$ cat config.mk
export PLATFORM = sky130hd
export DESIGN_NAME = spi_slave_cmd
export DESIGN_NICKNAME = d
export VERILOG_FILES = /design/src/hdl/spi_cmd_pkg.sv /design/src/hdl/pin_sync.sv /design/src/hdl/spi_slave_cmd.sv
export VERILOG_INCLUDE_DIRS = /design/src /design/src/hdl
export SDC_FILE = /design/constraint.sdc
export NUM_CORES = 1
export LEC_CHECK = 0
export BUFFER_PORTS_ARGS = -buffer_cell sky130_fd_sc_hd__buf_2
export CORE_ASPECT_RATIO = 1.4
export CORE_MARGIN = 3
export CORE_UTILIZATION = 28
export DETAILED_ROUTE_END_ITERATION = 7
export GPL_TIMING_DRIVEN = 1
export PLACE_DENSITY = 0.53
export SLEW_MARGIN = 30
export SYNTH_ARGS = -nofsm -noshare
export SYNTH_HDL_FRONTEND = slang
export SYNTH_SLANG_ARGS = --single-unit
$ cat constraint.sdc
create_clock -name clk -period 2.2 [get_ports clk]
set_clock_uncertainty 0.15 [all_clocks]
set_input_delay 0.11 -clock clk [delete_from_list [all_inputs] [get_ports clk]]
set_output_delay 0.11 -clock clk [all_outputs]
set_load 0.02 [all_outputs]
$ cat src/hdl/spi_cmd_regs.svh
`ifndef SPI_CMD_REGS_SVH
`define SPI_CMD_REGS_SVH

// Frame and command layout
`define FRAME_BITS 16
`define CMD_OPC_HI 7
`define CMD_OPC_LO 6
`define CMD_ADDR_HI 5

// Global status bit positions
`define GS_UNUSED 0
`define GS_OVERCURRENT 1
`define GS_OPENLOAD 2
`define GS_TEMPWARN 3
`define GS_THERMAL 4
`define GS_CHIPRESET 5
`define GS_COMMERR 6
`define GS_SUMMARY 7

// RAM map
`define ADDR_CTRL0 6'h00
`define ADDR_CTRL1 6'h01
`define ADDR_CTRL2 6'h02
`define ADDR_STAT0 6'h04
`define ADDR_STAT1 6'h05
`define ADDR_CONFIG 6'h3F

// Reset values
`define CTRL0_RST 8'h00
`define CTRL1_RST 8'h80
`define CTRL2_RST 8'h00

// ROM map and contents
`define ROM_ADDR_HDR 6'h00
`define ROM_ADDR_PROD 6'h01
`define ROM_ADDR_VER 6'h02
`define ROM_ADDR_FRAME 6'h3E
`define ROM_FRAME_ID 8'h01

`endif

$ cat src/hdl/spi_cmd_pkg.sv
`default_nettype none
package spi_cmd_pkg;
    // Operation codes of the command byte
    typedef enum logic [1:0] {
        OP_WRITE = 2'b00,
        OP_READ = 2'b01,
        OP_READ_CLEAR = 2'b10,
        OP_READ_INFO = 2'b11
    } opcode_t;

    // Frame progress of the shift logic
    typedef enum logic [1:0] {
        FR_IDLE,
        FR_CMD,
        FR_DATA,
        FR_OVER
    } frame_t;
endpackage

`default_nettype wire

$ cat src/hdl/pin_sync.sv
`timescale 1ns/1ns
`default_nettype none

// Two flip-flop synchroniser, one per bit
module pin_sync #(
    parameter int WIDTH = 3
) (
    input wire logic clk,
    input wire logic srst,
    input wire logic [WIDTH-1:0] async_in,
    input wire logic [WIDTH-1:0] rst_val,
    output logic [WIDTH-1:0] sync_out
);
    logic [WIDTH-1:0] meta_ff;
    logic [WIDTH-1:0] sync_ff;

    genvar i;
    generate
        for (i = 0; i < WIDTH; i++) begin : g_bit
            // Second stage alone reads the first
            always_ff @(posedge clk) begin
                if (srst) begin
                    meta_ff[i] <= rst_val[i];
                    sync_ff[i] <= rst_val[i];
                end else begin
                    meta_ff[i] <= async_in[i];
                    sync_ff[i] <= meta_ff[i];
                end
            end
        end
    endgenerate

    assign sync_out = sync_ff;
endmodule

`default_nettype wire

$ cat src/hdl/spi_slave_cmd.sv
`timescale 1ns/1ns
`default_nettype none
`include "spi_cmd_regs.svh"

// Contract
// - Sample serial input on rising serial clock while chip select is low.
// - Move serial output to next bit on each falling serial clock.
// - Chip select high deselects device; output held high impedance.
// - Selected, before any edge, output shows summary error flag bit 7.
// - One frame is 16 bits: command byte then data byte, MSB first.
// - Global status byte shifts out first, during command reception.
// - Write frame returns the register value before the write.
// - Read frame returns current content of addressed register.
// - Command byte: two opcode bits on top, six address bits below.
// - Opcodes: 00 write, 01 read, 10 read and clear, 11 ROM read.
// - Read and clear returns status register content then clears it.
// - Read and clear at address 3FH clears all status registers.
// - Read and clear on unused or control address acts as read; unused 00H.
// - ROM read gives family, product, version and register width; the code holds no width, and 3EH gives frame ID 01H.
// - Status bit 1 set on overcurrent; bit 0 always reads zero.
// - Bit 2 open load, 3 warning, 4 shutdown, 5 chip reset, 6 comm error.
// - Wrong clock count in frame discards writes and flags comm error.
// - Summary flag is OR of all other failure bits.
// - Chip reset bit clears at first valid frame after internal reset.

module spi_slave_cmd
    import spi_cmd_pkg::*;
#(
    parameter logic [7:0] ROM_HEADER = 8'h5A, // Arbitrary identity value
    parameter logic [7:0] ROM_PRODUCT = 8'h11, // Arbitrary identity value
    parameter logic [7:0] ROM_VERSION = 8'h22 // Arbitrary identity value
) (
    // Clock and reset
    input wire logic clk,
    input wire logic srst,
    // Serial link pins
    input wire logic sclk,
    input wire logic chipSelectN,
    input wire logic serialIn,
    output logic serialOut,
    output logic serialOutEnN,
    // Channel fault and reset events as one-cycle pulses, temperature faults as levels
    input wire logic [5:0] overcurrentEvt,
    input wire logic [5:0] openLoadEvt,
    input wire logic tempWarnLvl,
    input wire logic thermalShutLvl,
    input wire logic internalResetEvt,
    // Control register contents
    output logic [7:0] ctrl0,
    output logic [7:0] ctrl1,
    output logic [7:0] ctrl2
);
    // ------------------------------------------------------------
    // Pin synchronisation and edge detection
    // ------------------------------------------------------------
    logic [2:0] pinSync;
    logic sclkSync;
    logic chipSelectLowN;
    logic dinSync;
    logic sclkPrev_ff;
    logic csPrev_ff;

    // Reset values equal the idle pins, so no false edge follows reset
    pin_sync #(.WIDTH(3)) u_sync (
        .clk(clk),
        .srst(srst),
        .async_in({sclk, chipSelectN, serialIn}),
        .rst_val(3'b010),
        .sync_out(pinSync)
    );

    assign sclkSync = pinSync[2];
    assign chipSelectLowN = pinSync[1];
    assign dinSync = pinSync[0];

    // Previous values for edge finding
    always_ff @(posedge clk) begin
        if (srst) begin
            sclkPrev_ff <= 1'b0;
            csPrev_ff <= 1'b1;
        end else begin
            sclkPrev_ff <= sclkSync;
            csPrev_ff <= chipSelectLowN;
        end
    end

    logic selected;
    logic sclkRise;
    logic sclkFall;
    logic frameStart;
    logic frameEnd;
    assign selected = ~chipSelectLowN;
    assign sclkRise = selected & sclkSync & ~sclkPrev_ff;
    assign sclkFall = selected & ~sclkSync & sclkPrev_ff;
    assign frameStart = csPrev_ff & ~chipSelectLowN;
    assign frameEnd = ~csPrev_ff & chipSelectLowN;

    // ------------------------------------------------------------
    // Register file
    // ------------------------------------------------------------
    logic [7:0] ctrl0_ff;
    logic [7:0] ctrl1_ff;
    logic [7:0] ctrl2_ff;
    logic [7:0] stat0_ff;
    logic [7:0] stat1_ff;
    logic [5:0] gsFlags_ff; // Global bits 1..6
    logic [7:0] globalStatus;

    // Summary flag is OR of bits 1..6, bit 0 stays zero
    assign globalStatus = {|gsFlags_ff, gsFlags_ff, 1'b0};

    assign ctrl0 = ctrl0_ff;
    assign ctrl1 = ctrl1_ff;
    assign ctrl2 = ctrl2_ff;

    // ------------------------------------------------------------
    // Serial shift logic
    // ------------------------------------------------------------
    logic [4:0] bitCnt_ff;
    logic [7:0] cmd_ff;
    logic [6:0] dataIn_ff;
    logic [7:0] shiftOut_ff;
    logic outBit_ff;
    logic outEnN_ff;
    frame_t frame_ff;
    frame_t nxt_frame;

    // Command fields
    opcode_t opcode;
    logic [5:0] addr;
    assign opcode = opcode_t'(cmd_ff[`CMD_OPC_HI:`CMD_OPC_LO]);
    assign addr = cmd_ff[`CMD_ADDR_HI:0];

    // Fields of the command being completed on this rising edge
    logic [7:0] cmdNow;
    assign cmdNow = {cmd_ff[6:0], dinSync};

    // RAM and ROM read selection for the reply byte
    logic [7:0] ramRead;
    logic [7:0] romRead;
    logic [7:0] replyByte;
    logic [5:0] cmdAddr;
    logic cmdRom;
    assign cmdAddr = cmdNow[`CMD_ADDR_HI:0];
    assign cmdRom = (cmdNow[`CMD_OPC_HI:`CMD_OPC_LO] == OP_READ_INFO);
    assign ramRead = (cmdAddr == `ADDR_CTRL0) ? ctrl0_ff :
                     (cmdAddr == `ADDR_CTRL1) ? ctrl1_ff :
                     (cmdAddr == `ADDR_CTRL2) ? ctrl2_ff :
                     (cmdAddr == `ADDR_STAT0) ? stat0_ff :
                     (cmdAddr == `ADDR_STAT1) ? stat1_ff :
                     8'h00;
    assign romRead = (cmdAddr == `ROM_ADDR_HDR) ? ROM_HEADER :
                     (cmdAddr == `ROM_ADDR_PROD) ? ROM_PRODUCT :
                     (cmdAddr == `ROM_ADDR_VER) ? ROM_VERSION :
                     (cmdAddr == `ROM_ADDR_FRAME) ? `ROM_FRAME_ID :
                     8'h00;
    // Read reply; a write reply is the pre-write value, same mux
    assign replyByte = cmdRom ? romRead : ramRead;

    // Frame progress
    // Deselect always wins, so a cut frame restarts from idle
    always_comb begin
        nxt_frame = frame_ff;
        case (frame_ff)
            FR_IDLE: begin
                if (frameStart) begin
                    nxt_frame = FR_CMD;
                end
            end
            FR_CMD: begin
                if (sclkRise && bitCnt_ff == 5'd7) begin
                    nxt_frame = FR_DATA;
                end
            end
            FR_DATA: begin
                if (sclkRise && bitCnt_ff == 5'(`FRAME_BITS - 1)) begin
                    nxt_frame = FR_OVER;
                end
            end
            FR_OVER: begin
                nxt_frame = frame_ff;
            end
            default: begin
                nxt_frame = FR_IDLE;
            end
        endcase
        if (!selected) begin
            nxt_frame = FR_IDLE;
        end
    end

    // Bit counter, saturating past the frame length
    // Saturation keeps an overlong frame from wrapping back to sixteen
    always_ff @(posedge clk) begin
        if (srst || !selected) begin
            bitCnt_ff <= 5'd0;
        end else if (sclkRise && bitCnt_ff != 5'h1F) begin
            bitCnt_ff <= bitCnt_ff + 5'd1;
        end
    end

    // Input shifting, MSB first
    always_ff @(posedge clk) begin
        if (srst) begin
            frame_ff <= FR_IDLE;
            cmd_ff <= 8'h00;
            dataIn_ff <= 7'h00;
        end else begin
            frame_ff <= nxt_frame;
            if (sclkRise && frame_ff == FR_CMD) begin
                cmd_ff <= cmdNow;
            end else if (sclkRise && frame_ff == FR_DATA
                         && bitCnt_ff != 5'(`FRAME_BITS - 1)) begin
                // Upper seven data bits; the last lands in lastBit_ff
                dataIn_ff <= {dataIn_ff[5:0], dinSync};
            end
        end
    end

    // Output stage: status byte, then reply, then zero fill
    // Reply is loaded on the eighth rise, once the address is whole
    always_ff @(posedge clk) begin
        if (srst || !selected) begin
            outEnN_ff <= 1'b1;
            outBit_ff <= 1'b0;
            shiftOut_ff <= 8'h00;
        end else if (frameStart) begin
            outEnN_ff <= 1'b0;
            outBit_ff <= globalStatus[`GS_SUMMARY];
            shiftOut_ff <= {globalStatus[6:0], 1'b0};
        end else if (sclkRise && frame_ff == FR_CMD && bitCnt_ff == 5'd7) begin
            shiftOut_ff <= replyByte;
        end else if (sclkFall) begin
            outBit_ff <= shiftOut_ff[7];
            shiftOut_ff <= {shiftOut_ff[6:0], 1'b0};
        end
    end

    assign serialOut = outBit_ff;
    assign serialOutEnN = outEnN_ff;

    // ------------------------------------------------------------
    // End-of-frame actions
    // ------------------------------------------------------------
    logic frameGood;
    logic commitWrite;
    logic commitClear;
    logic clearAll;
    // Length is judged from the count before deselect clears it
    assign frameGood = frameEnd && bitCnt_ff == 5'(`FRAME_BITS);
    logic [7:0] fullData;
    logic lastBit_ff;
    assign fullData = {dataIn_ff, lastBit_ff};
    assign commitWrite = frameGood && opcode == OP_WRITE;
    assign commitClear = frameGood && opcode == OP_READ_CLEAR;
    assign clearAll = commitClear && addr == `ADDR_CONFIG;

    // Last data bit is caught on the sixteenth rising edge
    always_ff @(posedge clk) begin
        if (srst) begin
            lastBit_ff <= 1'b0;
        end else if (sclkRise && frame_ff == FR_DATA) begin
            lastBit_ff <= dinSync;
        end
    end

    // Control registers; writes only on a full-length frame
    always_ff @(posedge clk) begin
        if (srst) begin
            ctrl0_ff <= `CTRL0_RST;
            ctrl1_ff <= `CTRL1_RST;
            ctrl2_ff <= `CTRL2_RST;
        end else if (commitWrite) begin
            if (addr == `ADDR_CTRL0) begin
                ctrl0_ff <= fullData;
            end
            if (addr == `ADDR_CTRL1) begin
                ctrl1_ff <= fullData;
            end
            if (addr == `ADDR_CTRL2) begin
                ctrl2_ff <= fullData;
            end
        end
    end

    // ------------------------------------------------------------
    // Status registers
    // ------------------------------------------------------------
    // Channel status registers; a new event wins over the clear
    // Clears act on the closing edge of a good frame only
    logic clrStat0;
    logic clrStat1;
    assign clrStat0 = clearAll || (commitClear && addr == `ADDR_STAT0);
    assign clrStat1 = clearAll || (commitClear && addr == `ADDR_STAT1);
    logic [7:0] stat0Set;
    logic [7:0] stat1Set;
    assign stat0Set = {thermalShutLvl, tempWarnLvl, openLoadEvt};
    assign stat1Set = {thermalShutLvl, tempWarnLvl, overcurrentEvt};

    always_ff @(posedge clk) begin
        if (srst) begin
            stat0_ff <= 8'h00;
            stat1_ff <= 8'h00;
        end else begin
            stat0_ff <= (clrStat0 ? 8'h00 : stat0_ff) | stat0Set;
            stat1_ff <= (clrStat1 ? 8'h00 : stat1_ff) | stat1Set;
        end
    end

    // ------------------------------------------------------------
    // Global status byte
    // ------------------------------------------------------------
    // Global status flags
    logic commErrSet;
    logic commErrClr;
    logic chipRstClr;
    assign commErrSet = frameEnd && !frameGood;
    assign commErrClr = frameGood;
    assign chipRstClr = frameGood;

    always_ff @(posedge clk) begin
        if (srst) begin
            gsFlags_ff <= 6'b01_0000; // Chip reset shown after reset
        end else begin
            // Overcurrent and open-load follow the channel status
            gsFlags_ff[`GS_OVERCURRENT-1] <= |stat1_ff[5:0];
            gsFlags_ff[`GS_OPENLOAD-1] <= |stat0_ff[5:0];
            gsFlags_ff[`GS_TEMPWARN-1] <= stat0_ff[6] | stat1_ff[6];
            gsFlags_ff[`GS_THERMAL-1] <= stat0_ff[7] | stat1_ff[7];
            gsFlags_ff[`GS_CHIPRESET-1] <= internalResetEvt |
                (gsFlags_ff[`GS_CHIPRESET-1] & ~chipRstClr);
            gsFlags_ff[`GS_COMMERR-1] <= commErrSet |
                (gsFlags_ff[`GS_COMMERR-1] & ~commErrClr);
        end
    end

endmodule

`default_nettype wire

Word level (Yosys, flattened, before mapping) --
Index checks and enable logic that the tools add are counted. Widths: inputs -> output; s select.
Cells by class: add/sub/neg operators 1, equality and inequality tests 24, multiplexer cells 22, bitwise operators 21, reductions and logical operators 36
Operators by type and width (number):
- $mux 8 | 11
- $eq 6x3->1 const B | 4
- $reduce_or 6->1 | 3
- $or 8x8->8 | 2
- $logic_and 1x1->1 | 14
- $eq 6x1->1 const B | 2
- $eq 6x2->1 const B | 2
- $eq 6x6->1 const B | 2
- $logic_not 6->1 | 2
- $mux 6 | 2
- $reduce_and 2->1 | 5
- $and 1x1->1 | 8
- $eq 2x2->1 const B | 4
- $ne 2x2->1 const B | 4
- $mux 7 | 1
- $not 1->1 | 7
- $mux 2 | 3
- $pmux 2 s3 | 1
- $add 5x1->5 const B | 1
- $eq 5x3->1 const B | 1
- $eq 5x4->1 const B | 1
- $eq 5x5->1 const B | 1
- $ne 5x4->1 const B | 1
- $ne 5x5->1 const B | 1
- other kinds (10) | 21
Word-level totals: register bits after elaboration 87, input bits 20, output and inout port bits 26, word-level logic and storage cells 127

Longest topological paths before layout --
word-level depth 9, mapped depth 9, gate-level depth less buffers 8

By module --
Synthesis repeated with hierarchy kept, for this count alone.
Unflattened totals: cell total of the unflattened synthesis 453, area total of the unflattened synthesis 3922.5 um2
Modules (own cells, without submodules):
- spi_slave_cmd | times used 1, cells an instance 440, area each 3701.0 um2, seq. area each 1621.6 um2
- pin_sync | times used 1, cells an instance 13, area each 221.5 um2, seq. area each 120.1 um2

Worst setup path before layout --
OpenSTA, ideal clock, no wires.
kind register to register, start point register frame_ff[1], end point register shiftOut_ff[5], library setup time 0.103 ns, arrival 1.724 ns, required time 1.947 ns, path slack 0.223 ns, cell stages (with the launch flop) 9, path buffers 1, clock period less this slack 1.977 ns, cells stage by stage dfxtp_1 -> inv_1 -> ha_1 -> nand4bb_4 -> buf_6 -> or4_4 -> nand3_4 -> nor2_2 -> a2111oi_2
Between the ends: longest elaborated chain between the ends 5, elaborated cells between the ends (all ways) 6, those cells by class 1 x eq/ne; 2 x mux; 3 x reduce/logical
Ends and longest elaborated chain:
- start: declaration | RTL line spi_slave_cmd.sv:125 | frame_t frame_ff;
- start signal: assignment | RTL line spi_slave_cmd.sv:209 | frame_ff <= nxt_frame;
- $eq 2x1->1 * | RTL line spi_slave_cmd.sv:231 | end else if (sclkRise && frame_ff == FR_CMD && bitCnt_ff == 5'd7) begin
- $logic_and 1x1->1 * (2 in series) | RTL line spi_slave_cmd.sv:231
- $mux 8 | RTL line spi_slave_cmd.sv:231
- $mux 8 | RTL line spi_slave_cmd.sv:227 | end else if (frameStart) begin
- end signal: assignment | RTL line spi_slave_cmd.sv:230 | shiftOut_ff <= {globalStatus[6:0], 1'b0};
- end signal: assignment | RTL line spi_slave_cmd.sv:232 | shiftOut_ff <= replyByte;
- end signal: assignment | RTL line spi_slave_cmd.sv:235 | shiftOut_ff <= {shiftOut_ff[6:0], 1'b0};
- end: declaration | RTL line spi_slave_cmd.sv:122 | logic [7:0] shiftOut_ff;
Mark *: on every way between the ends. The rest lies on a longest branch, timed or not. A chain may end at the register's enable or synchronous reset.

Worst setup path in the final report --
Same ends and word-level chain as after synthesis.

==> metrics.md <==
| Metric | Value |
|---|---|
| Post-CTS Setup Inserts | `0` |
| Vias/cell | `between 4 and 5` |
| Post-synth EDFFs | `0` |
| Placed Area | `4420 µm²` |
| Vias | `3360` |
| Critical Path Max Stage Delay | `500 ps` |
| Number of global-route vias before repair | `about 3400` |
| Antenna violations before repair | `0` |
| Chip width | `~110 µm` |
| Final worst slack | `approximately 170 ps` |
| Post-Syn Area | `3920 µm²` |
| DR pass1 iterations | `4` |
| Post-synthesis sequential element count | `slightly below 90` |
| Most frequent cells in the layout | `dfxtp_1 (87), nor2_1 (67), buf_2 (45), mux2i_1 (39), a21oi_1 (37)` |
| Register area share after synthesis | `between 40% and 50%` |
| Initial core utilization | `29.0%` |
| Area of the core | `between 10000 and 15000 µm²` |
| Max cap viols | `0` |
| Port bufs | `45` |
| Max VDD drop | `roughly 0.35 mV` |
| I/O pin cnt | `46` |
| Worst path arrival time | `approximately 2100 ps` |
| Clk buf depth | `2` |
| Syn Area/Cell | `8.96 µm²` |
| DRC Markers | `0` |
| Setup CP Type | `reg -> reg` |
| Post-synth ARST share | `0%` |
| Starting DRT DRC Count | `165` |
| Status | `finished clean` |
| Dpl ws | `approximately 120 ps` |
| Share of cells above drive strength 1 | `between 20% and 30%` |
| Clock Pin Slew Worst Setup and Hold Paths | `~60 ps` |
| Worst Setup End Kind | `flop` |
| Fin area | `between 4000 and 5000 µm²` |
| Reg2reg start | `frame_ff[1]` |
| Diodes inserted | `0` |
| Worst Hold Depth | `1` |
| Worst setup SP type | `flop` |
| Leakage | `2.16 nW` |
| Final core utilization | `a little over a third` |
| Crit path max fanout | `5` |
| Setup violators final | `0` |
| TNS Setup | `0 ps` |
| Crit-path slowest cell | `or4_4` |
| Register Area | `around 1700 µm²` |
| CTS buffer count | `9` |
| Worst min-delay path class | `reg -> reg` |
| Minimum clock period | `slightly above 2000 ps` |
| F_max | `494 MHz` |
| H-tree depth | `3` |
| Syn_nets | `roughly 470` |
| Cell count after synthesis | `437` |
| RSZ-0062 raised after global routing | `no` |
| Overflow after GRT | `0` |
| Pins Over Slew Limit | `0` |
| Die ar. | `between 15000 and 20000 µm²` |
| Clock Sinks | `87` |
| CP Data Required Time | `between 2000 and 2500 ps` |
| Post-synthesis cell type count | `61` |
| Leading cell type in the layout, fill and taps excluded | `dfxtp_1` |
| Reg-to-reg endpoint | `shiftOut_ff[5]` |
| Worst Hold End | `u_sync.sync_out[1]` |
| Fin crit share | `between 90% and 100%` |
| Min-delay src | `u_sync.meta_ff[1]` |
| Final-layout fill cell count | `~1400` |
| Wire per inst | `between 15 and 20 µm` |
| Final ANT Viol Nets | `0` |
| Reg2reg path depth | `7` |
| Yosys warns | `0` |
| Slew headroom | `53.0%` |
| Post-Layout Cell Count | `697` |
| Worst-skew pair later-pin latency | `340 ps` |
| Estimated wirelength of the detail-placed design | `8.20 mm` |
| CTS tree | `built` |
| Worst slew pin tran | `between 700 and 800 ps` |
| Total track usage | `between 10% and 20%` |
| Cell Pwr Density | `roughly 700 nW/µm²` |
| Fin. Hold Viols | `0` |
| Crit path cell chain | `inv_1, ha_1, nand4bb_4, or4_4, nand3_4, nor2_2, a2111oi_2` |
| Dpl cells | `around 660` |
| Site row count | `50` |
| GP Congestion | `between 0.9 and 1` |
| NumNets Final | `538` |
| Main synth FF type | `dfxtp_1` |
| Chip height | `between 100 and 150 µm` |
| R2r setup slk | `about 170 ps` |
| Pin count of the biggest net entering global routing | `71` |
| Post-Route WL | `about 11 mm` |
| Root Buffer | `clkbuf_16` |
| Multi-input gate area | `~2000 µm²` |
| Area Overhead vs Synth | `26.4%` |
| First-pass GRT wire length | `~18 mm` |
==> report_power, final <==
group	total, mW	internal, mW	switching (mW)
Clock	1.68	1.05	0.628
Sequential	1.64	1.61	0.0315
Combinational	0.145	0.0713	0.0737
==> metal layers <==
metal / wire, µm / share of wire, % / GRT usage (%) / vias to the layer above
met5: 0 / 0 / 0 / -
li1: - / - / - / 1689
met2: 5760 / 53 / 26.5 / 56
met4: 215 / 2.0 / 5.12 / 0
met3: 364 / 3.4 / 2.84 / 16
met1: 4520 / 42 / 17.0 / 1599
==> stage by stage <==
stage          hold WS (ps)  power [mW]
5_1_grt                 293        3.58
3_5_place_dp            147        1.80
4_1_cts                 281        3.50
2_1_floorplan          51.6        1.74
6_report                278        3.47
3_3_place_gp            147        1.79
==> synth_stat cells (all sizes together) (3+ instances only) <==
cell,count,area [µm²]
a31oi,8,50.1
nand2,27,101
nor4,8,56.3
nand3,13,82.6
clkbuf,14,52.6
nor3,4,30.0
a211oi,3,27.5
nand4,5,37.5
and3,4,25.0
and2,4,25.0
or2,3,18.8
buf,10,61.3
nor2,70,270
mux2i,39,390
o21ai,22,110
nor2b,7,43.8
dfxtp,87,1740
inv,19,71.3
a21oi,37,185
a2111oi,3,38.8
o221ai,4,41.3
ha,8,100
==> worst max-delay path, delay by kind of cell (launching register included) <==
kind                       cells  cell delay [ps]
adders and majority gates      1              270
DFF                            1              340
buffers and inverters          1               80
AOI/OAI and AO/OA              1              260
and+or+nand+nor                4              820
==> cells by family (layout without fill, tap and decap cells) <==
| family | after synthesis | after routing | synth area share [%] |
|---|---|---|---|
| simple gates | 160 | 160 | 21.2 |
| compound gates | 93 | 93 | 15.1 |
| flops | 87 | 87 | 44.5 |
| buf+inv | 44 | 122 | 4.82 |
| mux | 42 | 42 | 11.1 |
| fa+ha+maj | 8 | 8 | 2.56 |
| xor+xnor | 3 | 3 | 0.671 |
==> registers in the layout (all words and copies together), names as in the netlist, named ones only <==
signal and flops:
cmd_ff 8, ctrl0 8, ctrl1 8, ctrl2 8, shiftOut_ff 8, stat0_ff 8, stat1_ff 8, dataIn_ff 7
bitCnt_ff 5, gsFlags_ff 5, u_sync.meta_ff 3, u_sync.sync_out 3, frame_ff 2, csPrev_ff 1, lastBit_ff 1, sclkPrev_ff 1
serialOut 1, serialOutEnN 1
==> area by class of cell <==
type / count / area share, %
Clock buffer: 11 / 5.11
Clock inverter: 5 / 1.62
Inverter: 20 / 1.52
Multi-Input combinational cell: 306 / 40.2
Sequential cell: 87 / 35.2
Tap cell: 182 / 4.60
Timing Repair Buffer: 86 / 11.7
==> how the worst max path moves through the flow <==
stage / start / end / slack [ps] / cells past startpoint
3_3_place_gp: bitCnt_ff[0] / dataIn_ff[4] / 140 / 6
5_1_grt: bitCnt_ff[0] / ctrl1[1] / 5 / 9
4_1_cts: bitCnt_ff[0] / dataIn_ff[4] / 100 / 6
3_5_place_dp: bitCnt_ff[0] / dataIn_ff[6] / 120 / 6
6_report: frame_ff[1] / shiftOut_ff[5] / 170 / 7
2_1_floorplan: frame_ff[1] / shiftOut_ff[5] / 220 / 8
==> repair_timing <==
item                                    CTS  global route
hold buffers                             19             0
hold endpoints to repair                 24             0
endpoints found under the setup margin    0             3
resized for setup                         0             1
Note: power is estimated with default switching activity, not from simulation.
